===== src/rtl/ptc_regs.svh =====
// Timing and value constants of the timer and counter units
`ifndef PTC_REGS_SVH
`define PTC_REGS_SVH
`define PTC_CLK_PERIOD_NS 10
`define PTC_BASE_100MS_US 100000
`define PTC_BASE_10MS_US 10000
`define PTC_BASE_1MS_US 1000
`define PTC_US_TO_NS 1000
`define PTC_VAL_ZERO 16'h0000
`define PTC_VAL_ONE 16'h0001
`define PTC_VAL_MAX 16'hFFFF
`endif


===== src/rtl/ptc_pkg.sv =====
// Types shared by the timer and counter unit modules
package ptc_pkg;
  typedef enum logic [2:0] {
    TM_ON_DELAY = 3'h0,
    TM_OFF_DELAY = 3'h1,
    TM_ACCUM = 3'h2,
    TM_ONE_SHOT = 3'h3,
    TM_RETRIG = 3'h4
  } ptc_tmode_t;
  typedef enum logic [1:0] {
    TB_100MS = 2'h0,
    TB_10MS = 2'h1,
    TB_1MS = 2'h2
  } ptc_tbase_t;
  typedef enum logic [1:0] {
    CM_UP = 2'h0,
    CM_DOWN = 2'h1,
    CM_UPDOWN = 2'h2,
    CM_RING = 2'h3
  } ptc_cmode_t;
  typedef enum logic [1:0] {
    TS_IDLE = 2'b00,
    TS_RUN = 2'b01,
    TS_DONE = 2'b11
  } ptc_tstate_t;
  typedef struct packed {
    logic [31:0] cnt;
    logic tick;
  } ptc_tick_state_t;
  typedef struct packed {
    ptc_tstate_t tstate;
    logic [15:0] tcv;
    logic tcontact;
    logic [15:0] pend;
    logic [15:0] ccv;
    logic ccontact;
  } ptc_top_state_t;
endpackage : ptc_pkg


===== src/rtl/ptc_tick_gen.sv =====
// Time base tick generator dividing the system clock
module ptc_tick_gen
  import ptc_pkg::*;
#(
  parameter int unsigned DIV = 1000
) (
  input wire logic clk_in,
  input wire logic rst_in,
  output logic tick_out
);
  ptc_tick_state_t r;
  ptc_tick_state_t next_r;

  // Wrap the divider and pulse once per period
  always_comb begin
    next_r = r;
    next_r.tick = 1'b0;
    if (r.cnt >= 32'(DIV - 1)) begin
      next_r.cnt = 32'h0000_0000;
      next_r.tick = 1'b1;
    end else begin
      next_r.cnt = r.cnt + 32'h0000_0001;
    end
  end

  // State register
  always_ff @(posedge clk_in) begin
    if (rst_in) begin
      r <= '0;
    end else begin
      r <= next_r;
    end
  end

  assign tick_out = r.tick;
endmodule : ptc_tick_gen


===== src/rtl/ptc_scan_edge.sv =====
// Off-to-on edge detector sampled once per scan end
module ptc_scan_edge
  import ptc_pkg::*;
#(
  parameter int unsigned W = 3
) (
  input wire logic clk_in,
  input wire logic rst_in,
  input wire logic sample_in,
  input wire logic [W-1:0] level_in,
  output logic [W-1:0] rise_out
);
  typedef struct packed {
    logic [W-1:0] prev;
  } ptc_edge_state_t;
  ptc_edge_state_t r;
  ptc_edge_state_t next_r;

  // Remember the level seen at the last scan end only
  always_comb begin
    next_r = r;
    if (sample_in) begin
      next_r.prev = level_in;
    end
  end

  // State register
  always_ff @(posedge clk_in) begin
    if (rst_in) begin
      r <= '0;
    end else begin
      r <= next_r;
    end
  end

  // Edge seen only at a scan end, so steady levels never count
  assign rise_out = sample_in ? (level_in & ~r.prev) : '0;
endmodule : ptc_scan_edge


===== src/rtl/ptc_top.sv =====
// Timer and counter function units updated at each scan end
//
// Functional notes
// [RULE1] Three time bases: 100, 10, 1 ms
// [RULE2] On-delay counts up, contact at preset
// [RULE3] On-delay input low clears value
// [RULE4] Off-delay input high: contact on, load preset
// [RULE5] Off-delay counts down after release, reloads
// [RULE6] Accumulating timer holds value while input low
// [RULE7] Accumulating contact cleared only by reset
// [RULE8] One-shot: contact on, count down from preset
// [RULE9] Retrigger edge reloads preset during countdown
// [RULE10] Values and contacts change only at scan end
// [RULE11] Counters act on rising edges only
// [RULE12] Up counter increments, contact at preset
// [RULE13] Down counter decrements, contact at zero
// [RULE14] Up/down reset holds zero, contact off
// [RULE15] Up/down contact while value at/above preset
// [RULE16] Ring counter wraps to zero after preset
// [RULE17] Count inputs must last over one scan
// [RULE18] One-shot ignores input while counting
// [RULE19] Values are 16-bit counts of time base
`include "ptc_regs.svh"

module ptc_top
  import ptc_pkg::*;
#(
  parameter int unsigned BASE_100MS_CYC =
    `PTC_BASE_100MS_US * `PTC_US_TO_NS / `PTC_CLK_PERIOD_NS,
  parameter int unsigned BASE_10MS_CYC =
    `PTC_BASE_10MS_US * `PTC_US_TO_NS / `PTC_CLK_PERIOD_NS,
  parameter int unsigned BASE_1MS_CYC =
    `PTC_BASE_1MS_US * `PTC_US_TO_NS / `PTC_CLK_PERIOD_NS
) (
  input wire logic CLOCK_IN,
  input wire logic SYS_RST_IN,
  input wire logic SCAN_END_IN,
  input wire logic [2:0] TMR_MODE_IN,
  input wire logic [1:0] TIME_BASE_IN,
  input wire logic TMR_INPUT_IN,
  input wire logic TMR_RESET_IN,
  input wire logic [15:0] PRESET_TIME_IN,
  output logic [15:0] TMR_CURRENT_OUT,
  output logic TMR_CONTACT_OUT,
  input wire logic [1:0] CNT_MODE_IN,
  input wire logic CNT_UP_IN,
  input wire logic CNT_DOWN_IN,
  input wire logic CNT_RESET_IN,
  input wire logic [15:0] PRESET_VALUE_IN,
  output logic [15:0] CNT_CURRENT_OUT,
  output logic CNT_CONTACT_OUT
);

  // Saturating add capped at a limit
  function automatic logic [15:0] add_lim(
    input logic [15:0] a,
    input logic [15:0] b,
    input logic [15:0] lim
  );
    logic [16:0] s;
    s = {1'b0, a} + {1'b0, b};
    if (s >= {1'b0, lim}) begin
      add_lim = lim;
    end else begin
      add_lim = s[15:0];
    end
  endfunction : add_lim

  // Subtract that stops at zero
  function automatic logic [15:0] sub_sat(
    input logic [15:0] a,
    input logic [15:0] b
  );
    if (a > b) begin
      sub_sat = a - b;
    end else begin
      sub_sat = `PTC_VAL_ZERO;
    end
  endfunction : sub_sat

  ptc_top_state_t r;
  ptc_top_state_t next_r;
  logic tick_100;
  logic tick_10;
  logic tick_1;
  logic tick_sel;
  logic [2:0] rise;
  logic tmr_rise;
  logic cnt_up_rise;
  logic cnt_dn_rise;
  ptc_tmode_t tmode;
  ptc_cmode_t cmode;
  ptc_tbase_t tbase;

  assign tmode = ptc_tmode_t'(TMR_MODE_IN);
  assign cmode = ptc_cmode_t'(CNT_MODE_IN);
  assign tbase = ptc_tbase_t'(TIME_BASE_IN);

  // [RULE1] time base tick sources
  ptc_tick_gen #(
    .DIV(BASE_100MS_CYC)
  ) u_tick_100 (
    .clk_in(CLOCK_IN),
    .rst_in(SYS_RST_IN),
    .tick_out(tick_100)
  );

  ptc_tick_gen #(
    .DIV(BASE_10MS_CYC)
  ) u_tick_10 (
    .clk_in(CLOCK_IN),
    .rst_in(SYS_RST_IN),
    .tick_out(tick_10)
  );

  ptc_tick_gen #(
    .DIV(BASE_1MS_CYC)
  ) u_tick_1 (
    .clk_in(CLOCK_IN),
    .rst_in(SYS_RST_IN),
    .tick_out(tick_1)
  );

  // Pick the tick of the selected base; unused code gives no time
  always_comb begin
    case (tbase)
      TB_100MS: tick_sel = tick_100;
      TB_10MS: tick_sel = tick_10;
      TB_1MS: tick_sel = tick_1;
      default: tick_sel = 1'b0;
    endcase
  end

  // [RULE11] edges sampled scan to scan
  ptc_scan_edge #(
    .W(3)
  ) u_edge (
    .clk_in(CLOCK_IN),
    .rst_in(SYS_RST_IN),
    .sample_in(SCAN_END_IN),
    .level_in({CNT_DOWN_IN, CNT_UP_IN, TMR_INPUT_IN}),
    .rise_out(rise)
  );

  assign tmr_rise = rise[0];
  assign cnt_up_rise = rise[1];
  assign cnt_dn_rise = rise[2];

  // Next-state logic for both units
  always_comb begin
    logic [15:0] el;
    logic [15:0] v;
    el = r.pend;
    v = `PTC_VAL_ZERO;
    next_r = r;

    // Elapsed base units since last scan end; a tick on the
    // scan end itself is kept for the next scan, not lost
    if (SCAN_END_IN) begin
      next_r.pend = tick_sel ? `PTC_VAL_ONE : `PTC_VAL_ZERO;
    end else if (tick_sel && (r.pend != `PTC_VAL_MAX)) begin
      next_r.pend = r.pend + `PTC_VAL_ONE;
    end

    // [RULE10] timer moves at scan end
    if (SCAN_END_IN) begin
      if (TMR_RESET_IN) begin
        // [RULE7] reset clears value, contact
        next_r.tcv = `PTC_VAL_ZERO;
        next_r.tcontact = 1'b0;
        next_r.tstate = TS_IDLE;
      end else begin
        case (tmode)
          TM_ON_DELAY: begin
            if (TMR_INPUT_IN) begin
              // [RULE2] count up to preset
              v = add_lim(r.tcv, el, PRESET_TIME_IN);
              next_r.tcv = v;
              next_r.tcontact = (v == PRESET_TIME_IN);
              next_r.tstate = (v == PRESET_TIME_IN) ? TS_DONE : TS_RUN;
            end else begin
              // [RULE3] clear on release
              next_r.tcv = `PTC_VAL_ZERO;
              next_r.tcontact = 1'b0;
              next_r.tstate = TS_IDLE;
            end
          end
          TM_OFF_DELAY: begin
            if (TMR_INPUT_IN) begin
              // [RULE4] hold preset, contact on
              next_r.tcv = PRESET_TIME_IN;
              next_r.tcontact = 1'b1;
              next_r.tstate = TS_DONE;
            end else if (r.tcontact) begin
              // [RULE5] count down to zero
              v = sub_sat(r.tcv, el);
              next_r.tcv = v;
              next_r.tstate = TS_RUN;
              if (v == `PTC_VAL_ZERO) begin
                next_r.tcontact = 1'b0;
                next_r.tstate = TS_IDLE;
              end
            end
          end
          TM_ACCUM: begin
            // [RULE6] advance only while input on
            if (TMR_INPUT_IN) begin
              v = add_lim(r.tcv, el, PRESET_TIME_IN);
              next_r.tcv = v;
              next_r.tstate = TS_RUN;
              if (v == PRESET_TIME_IN) begin
                // [RULE7] sticky until reset
                next_r.tcontact = 1'b1;
                next_r.tstate = TS_DONE;
              end
            end
          end
          TM_ONE_SHOT: begin
            if (r.tstate == TS_RUN) begin
              // [RULE18] input ignored while running
              v = sub_sat(r.tcv, el);
              next_r.tcv = v;
              if (v == `PTC_VAL_ZERO) begin
                next_r.tcontact = 1'b0;
                next_r.tstate = TS_IDLE;
              end
            end else if (tmr_rise && (PRESET_TIME_IN != `PTC_VAL_ZERO)) begin
              // [RULE8] start pulse from preset
              next_r.tcv = PRESET_TIME_IN;
              next_r.tcontact = 1'b1;
              next_r.tstate = TS_RUN;
            end
          end
          TM_RETRIG: begin
            if (tmr_rise && (PRESET_TIME_IN != `PTC_VAL_ZERO)) begin
              // [RULE9] reload on each new edge
              next_r.tcv = PRESET_TIME_IN;
              next_r.tcontact = 1'b1;
              next_r.tstate = TS_RUN;
            end else if (r.tstate == TS_RUN) begin
              // [RULE8] count down, end at zero
              v = sub_sat(r.tcv, el);
              next_r.tcv = v;
              if (v == `PTC_VAL_ZERO) begin
                next_r.tcontact = 1'b0;
                next_r.tstate = TS_IDLE;
              end
            end
          end
          default: begin
            // Undefined mode freezes the timer
            next_r.tstate = r.tstate;
          end
        endcase
      end
    end

    // [RULE10] counter moves at scan end
    if (SCAN_END_IN) begin
      case (cmode)
        CM_UP: begin
          if (CNT_RESET_IN) begin
            // [RULE14] held at zero in reset
            next_r.ccv = `PTC_VAL_ZERO;
            next_r.ccontact = 1'b0;
          end else if (cnt_up_rise) begin
            // [RULE12] increment, contact at preset
            v = add_lim(r.ccv, `PTC_VAL_ONE, `PTC_VAL_MAX);
            next_r.ccv = v;
            if (v == PRESET_VALUE_IN) begin
              next_r.ccontact = 1'b1;
            end
          end
        end
        CM_DOWN: begin
          if (CNT_RESET_IN) begin
            // [RULE14] held at zero in reset
            next_r.ccv = `PTC_VAL_ZERO;
            next_r.ccontact = 1'b0;
          end else if (cnt_dn_rise && (r.ccv != `PTC_VAL_ZERO)) begin
            // [RULE13] decrement, contact at zero
            v = r.ccv - `PTC_VAL_ONE;
            next_r.ccv = v;
            if (v == `PTC_VAL_ZERO) begin
              next_r.ccontact = 1'b1;
            end
          end
        end
        CM_UPDOWN: begin
          v = r.ccv;
          if (CNT_RESET_IN) begin
            v = `PTC_VAL_ZERO;
          end else if (cnt_up_rise && !cnt_dn_rise) begin
            v = add_lim(r.ccv, `PTC_VAL_ONE, `PTC_VAL_MAX);
          end else if (cnt_dn_rise && !cnt_up_rise) begin
            v = sub_sat(r.ccv, `PTC_VAL_ONE);
          end
          // [RULE15] contact while at or above preset
          next_r.ccv = v;
          next_r.ccontact = (v >= PRESET_VALUE_IN);
        end
        CM_RING: begin
          if (CNT_RESET_IN) begin
            // [RULE16] reset zeroes value, contact
            next_r.ccv = `PTC_VAL_ZERO;
            next_r.ccontact = 1'b0;
          end else if (cnt_up_rise) begin
            // [RULE16] wrap after reaching preset
            if (r.ccv >= PRESET_VALUE_IN) begin
              v = `PTC_VAL_ZERO;
            end else begin
              v = r.ccv + `PTC_VAL_ONE;
            end
            next_r.ccv = v;
            next_r.ccontact = (v == PRESET_VALUE_IN);
          end
        end
        default: begin
          next_r.ccv = r.ccv;
        end
      endcase
    end
  end

  // State register; system reset clears both units
  always_ff @(posedge CLOCK_IN) begin
    if (SYS_RST_IN) begin
      r <= '0;
    end else begin
      r <= next_r;
    end
  end

  // [RULE19] 16-bit values straight from flops
  assign TMR_CURRENT_OUT = r.tcv;
  assign TMR_CONTACT_OUT = r.tcontact;
  assign CNT_CURRENT_OUT = r.ccv;
  assign CNT_CONTACT_OUT = r.ccontact;
endmodule : ptc_top


===== config.mk =====
export PLATFORM = sky130hd
export DESIGN_NAME = ptc_top
export DESIGN_NICKNAME = d
export VERILOG_FILES = /design/src/rtl/ptc_pkg.sv /design/src/rtl/ptc_tick_gen.sv /design/src/rtl/ptc_scan_edge.sv /design/src/rtl/ptc_top.sv
export VERILOG_INCLUDE_DIRS = /design/src /design/src/rtl
export SDC_FILE = /design/constraint.sdc
export NUM_CORES = 1
export LEC_CHECK = 0
export BUFFER_PORTS_ARGS = -buffer_cell sky130_fd_sc_hd__buf_4
export CORE_MARGIN = 1
export CORE_UTILIZATION = 67
export DETAILED_ROUTE_END_ITERATION = 12
export PLACE_DENSITY = 0.87
export SETUP_SLACK_MARGIN = 0.1
export SLEW_MARGIN = 10
export SYNTH_ARGS = -nofsm -noshare
export SYNTH_HDL_FRONTEND = slang
export SYNTH_SLANG_ARGS = --single-unit

===== constraint.sdc =====
create_clock -name CLOCK_IN -period 12.9 [get_ports CLOCK_IN]
set_input_delay 1.935 -clock CLOCK_IN [delete_from_list [all_inputs] [get_ports CLOCK_IN]]
set_output_delay 1.935 -clock CLOCK_IN [all_outputs]
set_load 0.02 [all_outputs]

== Word level (Yosys, flattened, before mapping) ==
Index checks and enable logic that the tools add are counted.
Operators by class
  equality and inequality tests: 27
  mux-type cells: 75
  bitwise gates (word level): 2
  reduce and logical (&&, ||, !) cells: 26
  add/sub/neg operators: 9
  magnitude comparators: 9
Operators by type and width (number)
  16-bit 2-to-1 mux: 40
  19-bit 2-to-1 mux: 9
  17-bit 2-to-1 mux: 6
  32-bit by 1-bit adder with 32-bit output (second input constant): 3
  17-bit case mux with 5 select lines: 1
  17-bit case mux with 4 select lines: 1
  16-bit equality test: 4
  16-bit logical NOT: 4
  16-bit by 1-bit adder with 16-bit output (second input constant): 2
  16-bit greater-or-equal comparator: 2
  32-bit by 17-bit greater-or-equal comparator with 1-bit output (second input constant): 1
  32-bit by 20-bit greater-or-equal comparator with 1-bit output (second input constant): 1
  32-bit by 24-bit greater-or-equal comparator with 1-bit output (second input constant): 1
  16-bit nonzero test: 2
  3-bit != test (second input constant): 7
  4-bit != test (second input constant): 5
  16-bit by 1-bit adder with 17-bit output (second input constant): 1
  16-bit by 16-bit adder with 17-bit output: 1
  17-bit by 16-bit greater-or-equal comparator with 1-bit output: 1
  17-bit by 16-bit greater-or-equal comparator with 1-bit output (second input constant): 1
  16-bit by 1-bit greater-than comparator with 1-bit output (second input constant): 1
  16-bit greater-than comparator: 1
  16-bit != test (second input constant): 1
  8-bit AND reduction: 2
  23 further kinds: 50
Word-level totals
  bits of input ports: 47
  output and inout bits: 34
  logic and storage cells: 161
  register bits: 154

== Longest topological paths before layout ==
  depth after elaboration: 14
  gate-level depth with buffers: 22
  depth with buffers taken out: 20

== Modules after synthesis ==
Synthesis repeated with hierarchy kept, for this count alone.
Unflattened totals
  cells, all modules: 1669
  area total of the unflattened synthesis: 13015.0 um^2
By module, submodules not included
  ptc_top: cells each 1264, sequential area each 1041.0 um^2, times used 1, area each 8974.9 um^2
  ptc_tick_gen at u_tick_100: cells each 152, sequential area each 660.6 um^2, times used 1, area each 1413.9 um^2
  ptc_tick_gen at u_tick_1: cells each 111, sequential area each 660.6 um^2, times used 1, area each 1257.5 um^2
  ptc_tick_gen at u_tick_10: cells each 129, sequential area each 660.6 um^2, times used 1, area each 1242.4 um^2
  ptc_scan_edge: cells each 13, sequential area each 60.1 um^2, times used 1, area each 126.4 um^2

== Least setup slack after synthesis ==
Ideal clock, no wire load.
  kind: in2reg
  start point: input port SCAN_END_IN
  end point: register r, in the netlist CNT_CONTACT_OUT
  stages: 17
  library setup time: 0.127 ns
  slack: 7.612 ns
  data required time: 12.773 ns
  buffers on the path: 2
  arrival time: 5.161 ns
  cell sequence: buf_1 nand3_1 clkbuf_1 nor2_2 o21ai_1 o311ai_1 ha_1 nand2b_1 a21o_1 a21o_1 a21o_1 a21o_1 a2111oi_0 nor4_1 o21ai_0 a21oi_1 or3_1
Between the ends
  longest elaborated chain between the ends: 10
  elaborated cells on any way between the ends: 17
  those cells by class: 1 x order compare; 3 x eq/ne; 7 x mux; 6 x reduce/logical
Ends and longest elaborated chain
  from (decl): line ptc_top.sv:37  | input wire logic SCAN_END_IN,
  3-bit 2-to-1 mux: line ptc_scan_edge.sv:37  | assign rise_out = sample_in ? (level_in & ~r.prev) : '0;
  1-bit logical NOT: line ptc_top.sv:295  | end else if (cnt_dn_rise && !cnt_up_rise) begin
  1-bit logical AND: line ptc_top.sv:295
  16-bit 2-to-1 mux: line ptc_top.sv:295
  16-bit 2-to-1 mux: line ptc_top.sv:293  | end else if (cnt_up_rise && !cnt_dn_rise) begin
  16-bit 2-to-1 mux: line ptc_top.sv:291  | if (CNT_RESET_IN) begin
  16-bit 2-to-1 mux: line ptc_top.sv:260  | case (cmode)
  16-bit 2-to-1 mux: line ptc_top.sv:259  | if (SCAN_END_IN) begin
  16-bit greater-or-equal comparator: line ptc_top.sv:300  | next_r.ccontact = (v >= PRESET_VALUE_IN);
  17-bit case mux with 4 select lines: line ptc_top.sv:260
  to (signal assigned): line ptc_top.sv:330  | r <= next_r;
  to (decl): line ptc_top.sv:81  | ptc_top_state_t r;
Several ways; a longest one is shown, not always the timed one. The select of a mux whose other input is x is not followed.
A chain may end at the register's enable or synchronous reset.

== Final worst setup path ==
  start point: register r, in the netlist CNT_CURRENT_OUT[0]
  end point: register r, in the netlist CNT_CONTACT_OUT
Between the ends
  longest elaborated chain between the ends: 10
  elaborated cells on any way between the ends: 35
  those cells by class: 3 x add/sub; 4 x order compare; 5 x eq/ne; 19 x mux; 4 x reduce/logical
Ends and longest elaborated chain
  branches (longest 10 deep; another with 16-bit by 1-bit adder with 17-bit output)
Parallel ways; which one is timed is not known. The select of a mux whose other input is x is not followed.

==> key figures <==
Outcome
  – Outcome: finished clean

Critical path
  – Critical Path End Type: flip-flop
  – Setup CP Type: reg -> reg
  – Most used cell, CP: a21o_1
  – Worst-path fanout max: 18
  – CP max stage delay: 750 ps
  – Setup crit start kind: flip-flop
  – CP Data Arrival Time: 6200 ps
  – Reg2reg start: CNT_CURRENT_OUT[0]
  – Crit path from: CNT_CURRENT_OUT[0]
  – Crit path cell chain: ha_1, nand3_2, nor4_4, xnor2_1, or3_1, o31ai_4, nor2_2, o21ai_1, o311ai_1, ha_1, nand2b_1, a21o_1, a21o_1, a21o_1, a21o_1, a2111oi_0, nor4_1, o21ai_0, a21oi_1, or3_1
  – Required @ worst endpoint: 13220 ps
  – Worst R2R Path Depth: 20
  – Crit-path slowest cell: dfxtp_1
  – Flop2flop setup slack: 7020 ps
  – R2R Path End: CNT_CONTACT_OUT

STA
  – Final count of pins violating max slew: 0
  – Fin. Hold Viols: 0
  – Relative slew slack: 28.3%
  – RSZ-0062 raised after global routing: no
  – Setup_tns: 0 ps
  – Clock Skew: 14.1 ps
  – Slew @ Worst Pin: 1070 ps
  – Fmax: 0.170 GHz
  – Post-route minimum period: 5880 ps
  – Final worst path period share: 45.5%
  – Min Hold Slack: 461 ps
  – Final setup vio count: 0

Pwr
  – P_int: 0.000864 W
  – Combinational share of power: 21.9%
  – P_leak: 5.24 nW
  – Seq pwr share: 39.5%
  – Pwr Density: 96.7 nW/um2
  – Net Switching: 0.000419 W
  – Clock power frac: 38.6%
  – Switch share: 32.6%
  – Worst vdd ir: 0.101 mV

Routing
  – Post-Route WL: 38100 um
  – Pre-antenna DRT Iters: 7
  – Wire per inst: 20.5 um
  – Via count: 12661
  – Vias per std cell: 6.80
  – Post-route ant nets: 0
  – Starting DRT DRC Count: 1583
  – Detailed-route DRC error count: 0

Clocking
  – H-tree depth: 4
  – Post-CTS Resized: 0
  – CTS buffer count: 17
  – Worst-Skew Late Latency: 430 ps
  – Hold-fix buffers, CTS: 0
  – TritonCTS clock tree: built
  – CTS root buf: clkbuf_16
  – CTS sink cnt: 154
  – Clock buffer depth: 2
  – Number of post-CTS setup repair buffers: 0
  – Clk pin slew, worst setup/hold paths: 80 ps

Synthesis
  – Sequential fraction of the synthesis area: 25.4%
  – Largest area contributor in the netlist: dfxtp_1
  – Async S/R FF share, synth: 0%
  – Synth top area share: 25.4%
  – Synthesized area: 12100 um2
  – Number of flops mapped to enable cells by yosys: 0
  – Area contributors post-synth: dfxtp_1, ha_1, xnor2_1
  – Yosys warnings: 0
  – Most used DFF post-synth: dfxtp_1
  – Yosys reg bits: 154
  – Synth Instances: 1587
  – Syn avg cell area: 7.65 um2
  – Count of different cell masters after synthesis: 90

Layout
  – Commonest non-fill, non-tap cell in the layout: nor2_1
  – Most frequent cells in the layout: nor2_1, dfxtp_1, nand2_1
  – Fillers: 1398
  – # diodes: 0
  – Layout cells sized above 1: 9.54%
  – Final non-filler cell total: 1861
  – Post-layout util: 75.9%
  – Nets@finish: 1761
  – Area growth, synth to finish: 9.21%

Hold path
  – Hold Crit Class: reg -> reg
  – Hold Crit Start: u_tick_10.r[1]
  – Hold Path Sink: u_tick_10.r[1]
  – Hold Path Stages: 1

Global routing
  – Largest net degree at the start of global routing: 24
  – Vias in the first global route: 11687
  – GR Util All Layers: 41.1%
  – GR Overflow Total: 0
  – Antenna violations before repair: 0
  – First-pass GRT wire length: 59600 um

Die
  – Core area: 17500 um2
  – Initial Util: 69.5%
  – # IOs: 81
  – Die Y-Extent: 137 um
  – Cell Rows: 48
  – Die area: 18700 um2
  – Chip width: 137 um

Place
  – GPL Wtd Cong: 1.09
  – Dpl hpwl: 28200 um
  – Placed cell count: 1829
  – Buffers on Ports: 80

Flow run
  – Total of max-cap violations: 0
==> worst max path at each step <==
stage / to / slack, ps / depth (start not counted)
floorplan: CNT_CONTACT_OUT / 7610 / 17
global placement: CNT_CONTACT_OUT / 7120 / 17
detailed placement: CNT_CONTACT_OUT / 7030 / 17
CTS: CNT_CONTACT_OUT / 7130 / 20
global route: CNT_CONTACT_OUT / 6680 / 20
finish: CNT_CONTACT_OUT / 7020 / 20
==> cell families after synthesis <==
kind of cell    count (synthesis)  synth area share [%]
compound gates                397                  22.7
xor+xnor                      135                  9.80
fa+ha+maj                      91                  9.50
buf+inv                       198                  7.36
flops                         154                  25.4
mux                             7                 0.587
other cells                     1                0.0309
simple gates                  604                  24.6
==> power by group through the flow <==
stage          clock network [W]  logic, W  registers, W
2_1_floorplan                  0  0.000198      0.000505
3_3_place_gp                   0  0.000263      0.000516
3_5_place_dp                   0  0.000266      0.000516
4_1_cts                 0.000496  0.000269      0.000506
5_1_grt                 0.000516  0.000301      0.000508
6_report                0.000495  0.000281      0.000507
==> final cells by class <==
cell class | instances | area, um2 | area share [%]
Clock inverter | 13 | 133 | 1.00
Sequential cell | 154 | 3080 | 23.2
Tap cell | 225 | 282 | 2.12
Multi-Input combinational cell | 1269 | 8300 | 62.6
Inverter | 87 | 327 | 2.46
Timing Repair Buffer | 94 | 706 | 5.32
Clock buffer | 19 | 433 | 3.26
==> through the flow <==
step | total power, W | instance area, um2 | setup WS (ps)
finish | 0.00128 | 13300 | 7020
global placement | 0.000779 | 12700 | 7120
CTS | 0.00127 | 13300 | 7130
global route | 0.00132 | 13300 | 6680
detailed placement | 0.000782 | 12700 | 7030
floorplan | 0.000703 | 12300 | 7610
==> metal layers <==
metal / share of wire [%] / up-vias / track usage [%]
met5: 0 / - / 0
met4: 7.8 / 0 / 29.4
met3: 10 / 254 / 9.19
met2: 45 / 825 / 66.7
met1: 37 / 5808 / 47.8
li1: - / 5774 / -
==> cells in the mapped netlist (6+ instances only) <==
library cell	number
a222oi_1	10
a221o_1	8
and2_1	13
a21o_1	16
dfxtp_1	154
xor2_1	46
a211oi_1	19
inv_1	85
nand2_1	119
ha_1	89
buf_2	17
o21ai_0	76
nand3_1	43
o31ai_1	13
a21oi_1	100
o211ai_1	9
clkbuf_1	54
a31oi_1	17
mux2i_1	6
nand2b_1	21
o21a_1	8
nor2_1	197
nor3_1	43
nor4_1	46
buf_4	34
o32ai_1	7
nand4_1	32
a2111oi_0	8
a221oi_1	20
and3_1	17
nor2b_1	17
a22oi_1	8
o2111ai_1	8
or3_1	13
xnor2_1	88
==> sequential cells by signal, summed over array words and instances, names as in the netlist <==
| name | flops |
|---|---|
| CNT_CONTACT_OUT | 1 |
| u_tick_100.tick_out | 1 |
| TMR_CONTACT_OUT | 1 |
| u_edge.r | 3 |
| u_tick_10.tick_out | 1 |
| TMR_CURRENT_OUT | 16 |
| u_tick_10.r | 32 |
| u_tick_1.r | 32 |
| r | 18 |
| u_tick_1.tick_out | 1 |
| u_tick_100.r | 32 |
| CNT_CURRENT_OUT | 16 |
==> worst max-delay path: cells and delay by family, from the launching register on <==
family	cells	cell delay [ps]
compound gates	10	2220
simple gates	7	1870
flops	1	750
fa+ha+maj	2	710
xor+xnor	1	180
Note: power is estimated with default switching activity, not from simulation.
